===== src/fpcs_pkg.sv =====
// shared constants and carrier types for the fp control/status block
package fpcs_pkg;
    // ---------------------------------------------------------------
    // bus map
    // ---------------------------------------------------------------
    localparam logic [1:0]  HTRANS_NONSEQ = 2'h2;
    localparam logic [31:0] ADDR_LO_OFS   = 32'h0000_0000;
    localparam logic [31:0] ADDR_HI_OFS   = 32'h0000_0004;
    localparam int          ADDR_DEC_W    = 8;
    localparam logic [31:0] RDATA_ZERO    = 32'h0000_0000;
    // ---------------------------------------------------------------
    // field positions, 64-bit numbering
    // ---------------------------------------------------------------
    localparam int SUM_POS   = 63;
    localparam int INEXACT_TRAP_MASK_POS  = 62;
    localparam int UNDERFLOW_TRAP_MASK_POS  = 61;
    localparam int UNDERFLOW_FLUSH_ZERO_POS  = 60;
    localparam int DYN_HI    = 59;
    localparam int DYN_LO    = 58;
    localparam int FLAG_HI   = 57;
    localparam int FLAG_LO   = 52;
    localparam int OVERFLOW_TRAP_MASK_POS  = 51;
    localparam int DIV_ZERO_TRAP_MASK_POS  = 50;
    localparam int ILLEGAL_OPERAND_TRAP_MASK_POS  = 49;
    localparam int DNZ_POS   = 48;
    localparam int WORD_W    = 32;
    localparam int FLAG_N    = 6;
    // index into the six-bit flag vector (flag bit = FLAG_LO + index)
    localparam int EXC_INV   = 0;
    localparam int EXC_DZE   = 1;
    localparam int EXC_OVF   = 2;
    localparam int EXC_UNF   = 3;
    localparam int EXC_INE   = 4;
    localparam int EXC_IOV   = 5;
    // reset values (not defined by the architecture; all clear except the dynamic rounding field, which resets to nearest)
    localparam logic [FLAG_N-1:0] FLAGS_RST = 6'h00;
    localparam logic [1:0]        DYN_RST   = 2'h2;
    localparam logic              CTRL_RST  = 1'b0;

    typedef enum logic [1:0] {
        RND_CHOPPED = 2'b00,
        RND_MINUS   = 2'b01,
        RND_NEAREST = 2'b10,
        RND_PLUS    = 2'b11
    } round_mode_e;

    // one completing fp operation from the execution datapath
    typedef struct packed {
        logic              valid;
        logic [FLAG_N-1:0] exc;
        logic              ine_trap_en;
        logic              inv_default_ok;
        logic              dyn_round_req;
        round_mode_e       static_round;
    } fp_event_s;

    // verdict returned to the datapath
    typedef struct packed {
        logic              valid;
        logic              trap;
        logic [FLAG_N-1:0] trap_cause;
        logic              write_default;
        logic              write_pos_zero;
        round_mode_e       round_mode;
    } fp_verdict_s;
endpackage

===== src/fp_control_status_trap_logic.sv =====
// fp control/status register, sticky flags, trap masking and rounding select
//
// The AHB-Lite slave port and the placing of the registers were left to the implementer.
`timescale 1ns/1ps
`default_nettype none

module fp_control_status_trap_logic
    import fpcs_pkg::*;
(
    input  wire logic        sys_clk_i,           // core clock
    input  wire logic        rst_b_i,             // async reset, low
    input  wire logic        hsel_i,              // slave select
    input  wire logic [31:0] haddr_i,             // byte address
    input  wire logic [1:0]  htrans_i,            // transfer type
    input  wire logic        hwrite_i,            // write flag
    input  wire logic [2:0]  hsize_i,             // transfer size
    input  wire logic [31:0] hwdata_i,            // write data
    input  wire logic        hready_i,            // bus ready
    output logic      [31:0] hrdata_o,            // read data
    output logic             hreadyout_o,         // slave ready
    output logic             hresp_o,             // always okay
    input  wire fp_event_s   fp_event_i,          // completing operation
    output fp_verdict_s      fp_verdict_o,        // trap/result verdict
    output logic             denormal_input_flush_o, // flush denormal inputs
    output logic             any_exception_flag_o // summary bit
);
    // ---------------------------------------------------------------
    // state
    // ---------------------------------------------------------------
    logic [FLAG_N-1:0] flags_r,  flags_nxt;
    logic              inexact_trap_mask_r,   inexact_trap_mask_nxt;
    logic              underflow_trap_mask_r,   underflow_trap_mask_nxt;
    logic              underflow_flush_zero_r,   underflow_flush_zero_nxt;
    logic [1:0]        dyn_r,    dyn_nxt;
    logic              overflow_trap_mask_r,   overflow_trap_mask_nxt;
    logic              div_zero_trap_mask_r,   div_zero_trap_mask_nxt;
    logic              illegal_operand_trap_mask_r,   illegal_operand_trap_mask_nxt;
    logic              dnz_r,    dnz_nxt;
    logic              wr_pend_r;
    logic              wr_hi_r;
    logic [31:0]       hrdata_r;
    fp_verdict_s       verdict_r, verdict_nxt;
    logic              sum_r;
    logic              hready_r;
    logic              hresp_r;

    // ---------------------------------------------------------------
    // bus decode
    // ---------------------------------------------------------------
    function automatic logic is_hi(input logic [31:0] a);
        is_hi = (a[ADDR_DEC_W-1:0] == ADDR_HI_OFS[ADDR_DEC_W-1:0]);
    endfunction

    wire        addr_ok  = is_hi(haddr_i) ||
                           (haddr_i[ADDR_DEC_W-1:0] == ADDR_LO_OFS[ADDR_DEC_W-1:0]);
    wire        take     = hsel_i && hready_i && (htrans_i == HTRANS_NONSEQ);
    wire        take_wr  = take && hwrite_i && addr_ok;
    wire        take_rd  = take && !hwrite_i;
    // writes land in the data phase; low word is all reserved
    wire        hi_write = wr_pend_r && wr_hi_r;
    wire [31:0] wd       = hwdata_i;

    // ---------------------------------------------------------------
    // event decode
    // ---------------------------------------------------------------
    wire [FLAG_N-1:0] ev_exc = fp_event_i.valid ? fp_event_i.exc : FLAGS_RST;
    wire ev_ine = ev_exc[EXC_INE];
    wire ev_unf = ev_exc[EXC_UNF];
    wire ev_ovf = ev_exc[EXC_OVF];
    wire ev_dze = ev_exc[EXC_DZE];
    wire ev_inv = ev_exc[EXC_INV];

    wire ine_trap = ev_ine && fp_event_i.ine_trap_en && !inexact_trap_mask_r;
    wire unf_zero = ev_unf && underflow_trap_mask_r && underflow_flush_zero_r;
    wire unf_trap = ev_unf && !unf_zero;
    wire ovf_trap = ev_ovf && !overflow_trap_mask_r;
    wire dze_trap = ev_dze && !div_zero_trap_mask_r;
    // invalid masked only when default is producible
    wire inv_trap = ev_inv && !(illegal_operand_trap_mask_r && fp_event_i.inv_default_ok);

    wire [FLAG_N-1:0] cause = {1'b0, ine_trap, unf_trap, ovf_trap, dze_trap, inv_trap};
    // masked inexact keeps its own rounded result, so no default substitution
    wire masked_dflt = (ev_ovf && !ovf_trap) || (ev_dze && !dze_trap) || (ev_inv && !inv_trap);

    // dynamic field only for dynamic-rounding instructions
    // codes pass through as the round_mode_e encoding
    wire round_mode_e rnd_sel = fp_event_i.dyn_round_req ? round_mode_e'(dyn_r)
                                                         : fp_event_i.static_round;

    // ---------------------------------------------------------------
    // register next state
    // ---------------------------------------------------------------
    // flags set by events
    // sticky, set wins over a same-cycle software write
    assign flags_nxt = (hi_write ? wd[FLAG_HI-WORD_W:FLAG_LO-WORD_W] : flags_r) | ev_exc;
    assign inexact_trap_mask_nxt  = hi_write ? wd[INEXACT_TRAP_MASK_POS-WORD_W] : inexact_trap_mask_r;
    assign underflow_trap_mask_nxt  = hi_write ? wd[UNDERFLOW_TRAP_MASK_POS-WORD_W] : underflow_trap_mask_r;
    assign underflow_flush_zero_nxt  = hi_write ? wd[UNDERFLOW_FLUSH_ZERO_POS-WORD_W] : underflow_flush_zero_r;
    assign dyn_nxt   = hi_write ? wd[DYN_HI-WORD_W:DYN_LO-WORD_W] : dyn_r;
    assign overflow_trap_mask_nxt  = hi_write ? wd[OVERFLOW_TRAP_MASK_POS-WORD_W] : overflow_trap_mask_r;
    assign div_zero_trap_mask_nxt  = hi_write ? wd[DIV_ZERO_TRAP_MASK_POS-WORD_W] : div_zero_trap_mask_r;
    assign illegal_operand_trap_mask_nxt  = hi_write ? wd[ILLEGAL_OPERAND_TRAP_MASK_POS-WORD_W] : illegal_operand_trap_mask_r;
    assign dnz_nxt   = hi_write ? wd[DNZ_POS-WORD_W] : dnz_r;

    // summary from next flags, so it never lags them
    // write data bit 63 is not used
    wire sum_nxt = |flags_nxt;

    // reserved bits and low word read zero
    wire [31:0] hi_view = {sum_nxt, inexact_trap_mask_nxt, underflow_trap_mask_nxt, underflow_flush_zero_nxt, dyn_nxt,
                           flags_nxt, overflow_trap_mask_nxt, div_zero_trap_mask_nxt, illegal_operand_trap_mask_nxt, dnz_nxt,
                           16'h0000};
    wire [31:0] rd_nxt  = (take_rd && is_hi(haddr_i)) ? hi_view : RDATA_ZERO;

    always_comb begin
        verdict_nxt                = '0;
        verdict_nxt.valid          = fp_event_i.valid;
        verdict_nxt.trap           = |cause;
        verdict_nxt.trap_cause     = cause;
        verdict_nxt.write_default  = masked_dflt;
        // masked underflow with flush writes +0.0
        verdict_nxt.write_pos_zero = unf_zero;
        verdict_nxt.round_mode     = rnd_sel;
    end

    // ---------------------------------------------------------------
    // flops
    // ---------------------------------------------------------------
    always_ff @(posedge sys_clk_i or negedge rst_b_i) begin
        if (!rst_b_i) begin
            flags_r <= FLAGS_RST;
        end else begin
            flags_r <= flags_nxt;
        end
    end

    always_ff @(posedge sys_clk_i or negedge rst_b_i) begin
        if (!rst_b_i) begin
            sum_r <= CTRL_RST;
        end else begin
            sum_r <= sum_nxt;
        end
    end

    always_ff @(posedge sys_clk_i or negedge rst_b_i) begin
        if (!rst_b_i) begin
            inexact_trap_mask_r <= CTRL_RST;
        end else begin
            inexact_trap_mask_r <= inexact_trap_mask_nxt;
        end
    end

    always_ff @(posedge sys_clk_i or negedge rst_b_i) begin
        if (!rst_b_i) begin
            underflow_trap_mask_r <= CTRL_RST;
        end else begin
            underflow_trap_mask_r <= underflow_trap_mask_nxt;
        end
    end

    always_ff @(posedge sys_clk_i or negedge rst_b_i) begin
        if (!rst_b_i) begin
            underflow_flush_zero_r <= CTRL_RST;
        end else begin
            underflow_flush_zero_r <= underflow_flush_zero_nxt;
        end
    end

    always_ff @(posedge sys_clk_i or negedge rst_b_i) begin
        if (!rst_b_i) begin
            dyn_r <= DYN_RST;
        end else begin
            dyn_r <= dyn_nxt;
        end
    end

    always_ff @(posedge sys_clk_i or negedge rst_b_i) begin
        if (!rst_b_i) begin
            overflow_trap_mask_r <= CTRL_RST;
        end else begin
            overflow_trap_mask_r <= overflow_trap_mask_nxt;
        end
    end

    always_ff @(posedge sys_clk_i or negedge rst_b_i) begin
        if (!rst_b_i) begin
            div_zero_trap_mask_r <= CTRL_RST;
        end else begin
            div_zero_trap_mask_r <= div_zero_trap_mask_nxt;
        end
    end

    always_ff @(posedge sys_clk_i or negedge rst_b_i) begin
        if (!rst_b_i) begin
            illegal_operand_trap_mask_r <= CTRL_RST;
        end else begin
            illegal_operand_trap_mask_r <= illegal_operand_trap_mask_nxt;
        end
    end

    always_ff @(posedge sys_clk_i or negedge rst_b_i) begin
        if (!rst_b_i) begin
            dnz_r <= CTRL_RST;
        end else begin
            dnz_r <= dnz_nxt;
        end
    end

    // zero-wait slave: every transfer completes in its data phase
    always_ff @(posedge sys_clk_i or negedge rst_b_i) begin
        if (!rst_b_i) begin
            wr_pend_r <= 1'b0;
        end else begin
            wr_pend_r <= take_wr;
        end
    end

    always_ff @(posedge sys_clk_i or negedge rst_b_i) begin
        if (!rst_b_i) begin
            wr_hi_r <= 1'b0;
        end else begin
            wr_hi_r <= is_hi(haddr_i);
        end
    end

    always_ff @(posedge sys_clk_i or negedge rst_b_i) begin
        if (!rst_b_i) begin
            hrdata_r <= RDATA_ZERO;
        end else begin
            hrdata_r <= rd_nxt;
        end
    end

    always_ff @(posedge sys_clk_i or negedge rst_b_i) begin
        if (!rst_b_i) begin
            verdict_r <= '0;
        end else begin
            verdict_r <= verdict_nxt;
        end
    end

    // ready rises one edge after reset release; masters wait on it
    always_ff @(posedge sys_clk_i or negedge rst_b_i) begin
        if (!rst_b_i) begin
            hready_r <= 1'b0;
        end else begin
            hready_r <= 1'b1;
        end
    end

    always_ff @(posedge sys_clk_i or negedge rst_b_i) begin
        if (!rst_b_i) begin
            hresp_r <= 1'b0;
        end else begin
            hresp_r <= 1'b0;
        end
    end

    assign hrdata_o               = hrdata_r;
    assign hreadyout_o            = hready_r;
    assign hresp_o                = hresp_r;
    assign fp_verdict_o           = verdict_r;
    // flush level to the operand unpacker
    assign denormal_input_flush_o = dnz_r;
    assign any_exception_flag_o   = sum_r;
endmodule

`default_nettype wire


===== config.mk =====
export PLATFORM = sky130hd
export DESIGN_NAME = fp_control_status_trap_logic
export DESIGN_NICKNAME = d
export VERILOG_FILES = /design/src/fpcs_pkg.sv /design/src/fp_control_status_trap_logic.sv
export SDC_FILE = /design/constraint.sdc
export NUM_CORES = 1
export LEC_CHECK = 0
export ABC_AREA = 0
export BUFFER_PORTS_ARGS = -buffer_cell sky130_fd_sc_hd__buf_2
export CORE_MARGIN = 4
export CORE_UTILIZATION = 43
export DETAILED_ROUTE_END_ITERATION = 16
export PLACE_DENSITY = 0.85
export REMOVE_ABC_BUFFERS = 1
export SLEW_MARGIN = 10
export SYNTH_ARGS = -nofsm -noshare
export SYNTH_HDL_FRONTEND = slang
export SYNTH_SLANG_ARGS = --single-unit

===== constraint.sdc =====
create_clock -name sys_clk_i -period 2.2 [get_ports sys_clk_i]
set_input_delay 0.33 -clock sys_clk_i [delete_from_list [all_inputs] [get_ports sys_clk_i]]
set_output_delay 0.33 -clock sys_clk_i [all_outputs]
set_load 0.01 [all_outputs]

==> results_dict.tcl <==
set metrics [dict create \
    grt.overflow.total 0 \
    drc 0 \
    rsz0062_at_grt "false" \
    synthArstFlopShare_pct 100 \
    drt_iter0_drc 49 \
    n_antenna_cell 0 \
    final.setup.tns_ns 0 \
    nNetsFinal 298 \
    core_area_um2 4060 \
    clk_latency_ns 0.30 \
    routedWlPerCell_um 13.9 \
    yosysMostFrequentCell "dfrtp_1" \
    cts.clk_slew.worst_paths_ns 0.08 \
    synth_seq_cells 46 \
    grt.total_usage_pct 14.7 \
    status "completed" \
    antenna_found_initial 0 \
    cts.htree.levels 2 \
    grt_pass1_vias 1320 \
    critPathMaxFanout 15 \
    synth.avg_cell_area_um2 13.4 \
    drv_cap 0 \
    area_growth_pct 24.0 \
    cts_tree "yes" \
    cts_buffers 5 \
    fin_crit_sh_pct 68.5 \
    worstPathArrival_ns 1.68 \
    seq_area_um2 1150 \
    synthCells 136 \
    p_total_w 0.00151 \
    ys.flop_type "dfrtp_1" \
    vias_per_cell 4.72 \
    cp_data_required_time_ns 2.38 \
    routed_wl_mm 3.66 \
    hold_viol 0 \
    io_pins 134 \
    vias 1242 \
    row_count 23 \
    grt_pass1_wl_mm 5.86 \
    finalWeightedCongestion 0.729 \
    die_area_um2 5330 \
    netlist_area_um2 1820 \
    yosys-top-cells-area "dfrtp_1 (62%), buf_4 (7.4%), mux2_2 (6.8%)" \
    maxSlewViolCount 0 \
    peakVddDrop_mv 0.317 \
    powerDensity_nw_per_um2 672 \
    postLayoutCoreUtil_pct 55.5 \
    synth.top_cell.area_share_pct 62.0 \
    ant_nets 0 \
    setup_violations 0 \
    layout-drive-gt1-share_pct 44.6 \
    dpl.hpwl_mm 2.82 \
    grt_start_max_net_pins 28 \
    ys_warn_count 0 \
    fin_crit_ns 1.51 \
    cts_sinks 46 \
    port_buffers 71 \
    critPathCaptureType "flip-flop" \
    place_ws_ns 0.549 \
    die_h_um 73 \
    ys_seq_area_share_pct 63.4 \
    nFillCells 345 \
    synthTopCellsByCount "dfrtp_1 (45), buf_4 (18), nor2b_1 (12)" \
    synth_edf_count 0 \
    hp-class "in -> reg" \
    multi_input_area_um2 573 \
    root_buffer "clkbuf_8" \
    final.setup.worst_slack_ns 0.694 \
    setup.worst_path.class "reg -> reg" \
    start_kind "flip-flop" \
    drtPass1Iterations 4 \
    clockBufferDepth 2 \
    p_leak_nw 1.24 \
    synth_cell_types 27 \
    synth_top_cell_by_area "dfrtp_1" \
    die_x_um 73 \
    fmax_ghz 0.664 \
    skew_ns 0.00653 \
    initial_core_util_pct 44.8 \
]
[path summary, 6_finish.rpt]
| path | startpoint | endpoint | slack, ns | cells after the start |
|---|---|---|---|---|
| max reg2reg | wr_pend_r | hrdata_o[31] | 0.69 | 4 |
| min in group asynchronous | rst_b_i | hreadyout_o | 0.51 | 2 |
| min reg2reg | overflow_trap_mask_r | fp_verdict_o[6] | 0.47 | 1 |
| max in group asynchronous | rst_b_i | any_exception_flag_o | 1.00 | 3 |
| max | wr_pend_r | hrdata_o[31] | 0.69 | 4 |
| min | fp_event_i[3] | fp_verdict_o[4] | 0.25 | 2 |
[state kept, by name, indices dropped and copies added (netlist names), 2 cells and up]
signal and cells:
fp_verdict_o 11, flags_r 6, hrdata_o 16, dyn_r 2
[through the flow]
step,instances,hold WS [ns],cell area (µm²)
final,263,0.251,2250
after global routing,263,0.252,2250
after CTS,263,0.239,2250
after detailed placement,254,0.289,2150
after global placement,254,0.280,2150
after floorplan,132,0.0344,1730
[timing repair]
item,CTS,global route
endpoints found under the hold margin,18,0
setup buffers,0,0
hold buffers,1,0
gates resized for setup,0,0
endpoints found under the setup margin,0,0
[cell usage in the layout, fill, tap and decap left out, types with 2 or more instances in the layout]
| cell type | count |
|---|---|
| a221o_1 | 6 |
| buf_2 | 71 |
| nand3_1 | 2 |
| dfrtp_1 | 45 |
| nor2_1 | 6 |
| and2b_1 | 4 |
| and3_1 | 8 |
| nor2b_1 | 12 |
| nand2_1 | 5 |
| a21oi_1 | 2 |
| clkbuf_8 | 6 |
| mux2_2 | 11 |
| conb_1 | 19 |
[critical path, cell delays in order (launching register included)]
cell and delay [ns]:
dfrtp_1 0.43, nand2_2 0.25, a221o_1 0.43, nor2_1 0.17, a31oi_1 0.10
[cell families (layout without fill, tap and decap cells)]
family / count (synthesis) / in the layout / share of synthesized area [%]
AOI/OAI and AO/OA: 12 / 12 / 5.30
buffers and inverters: 21 / 81 / 8.54
DFF: 46 / 46 / 63.4
muxes: 11 / 11 / 6.82
other: 2 / 19 / 0.413
and+or+nand+nor: 44 / 44 / 15.5
[layer usage]
metal | global-route usage, % | wire, µm | vias to the layer above
met3 | 4.68 | 379 | 6
met4 | 4.92 | 52 | 0
met1 | 17.6 | 1390 | 586
li1 | - | - | 580
met2 | 24.7 | 1840 | 70
met5 | 0 | 0 | -
[final cells by class]
class / instances / share of cell area (%)
clock buffers: 7 / 3.83
clock inverters: 1 / 0.222
multi-input cells: 86 / 25.4
flip-flops and latches: 46 / 51.2
well taps: 50 / 2.78
repair buffers: 73 / 16.6
[where the power goes]
part	leakage, nW	total, W	internal, W	switching (W)
Combinational	0.627	0.000124	0.0000535	0.0000708
Sequential	0.568	0.000874	0.000866	0.00000797
Clock	0.0482	0.000515	0.000253	0.000261
No activity file was read; power rests on OpenSTA's default activity.
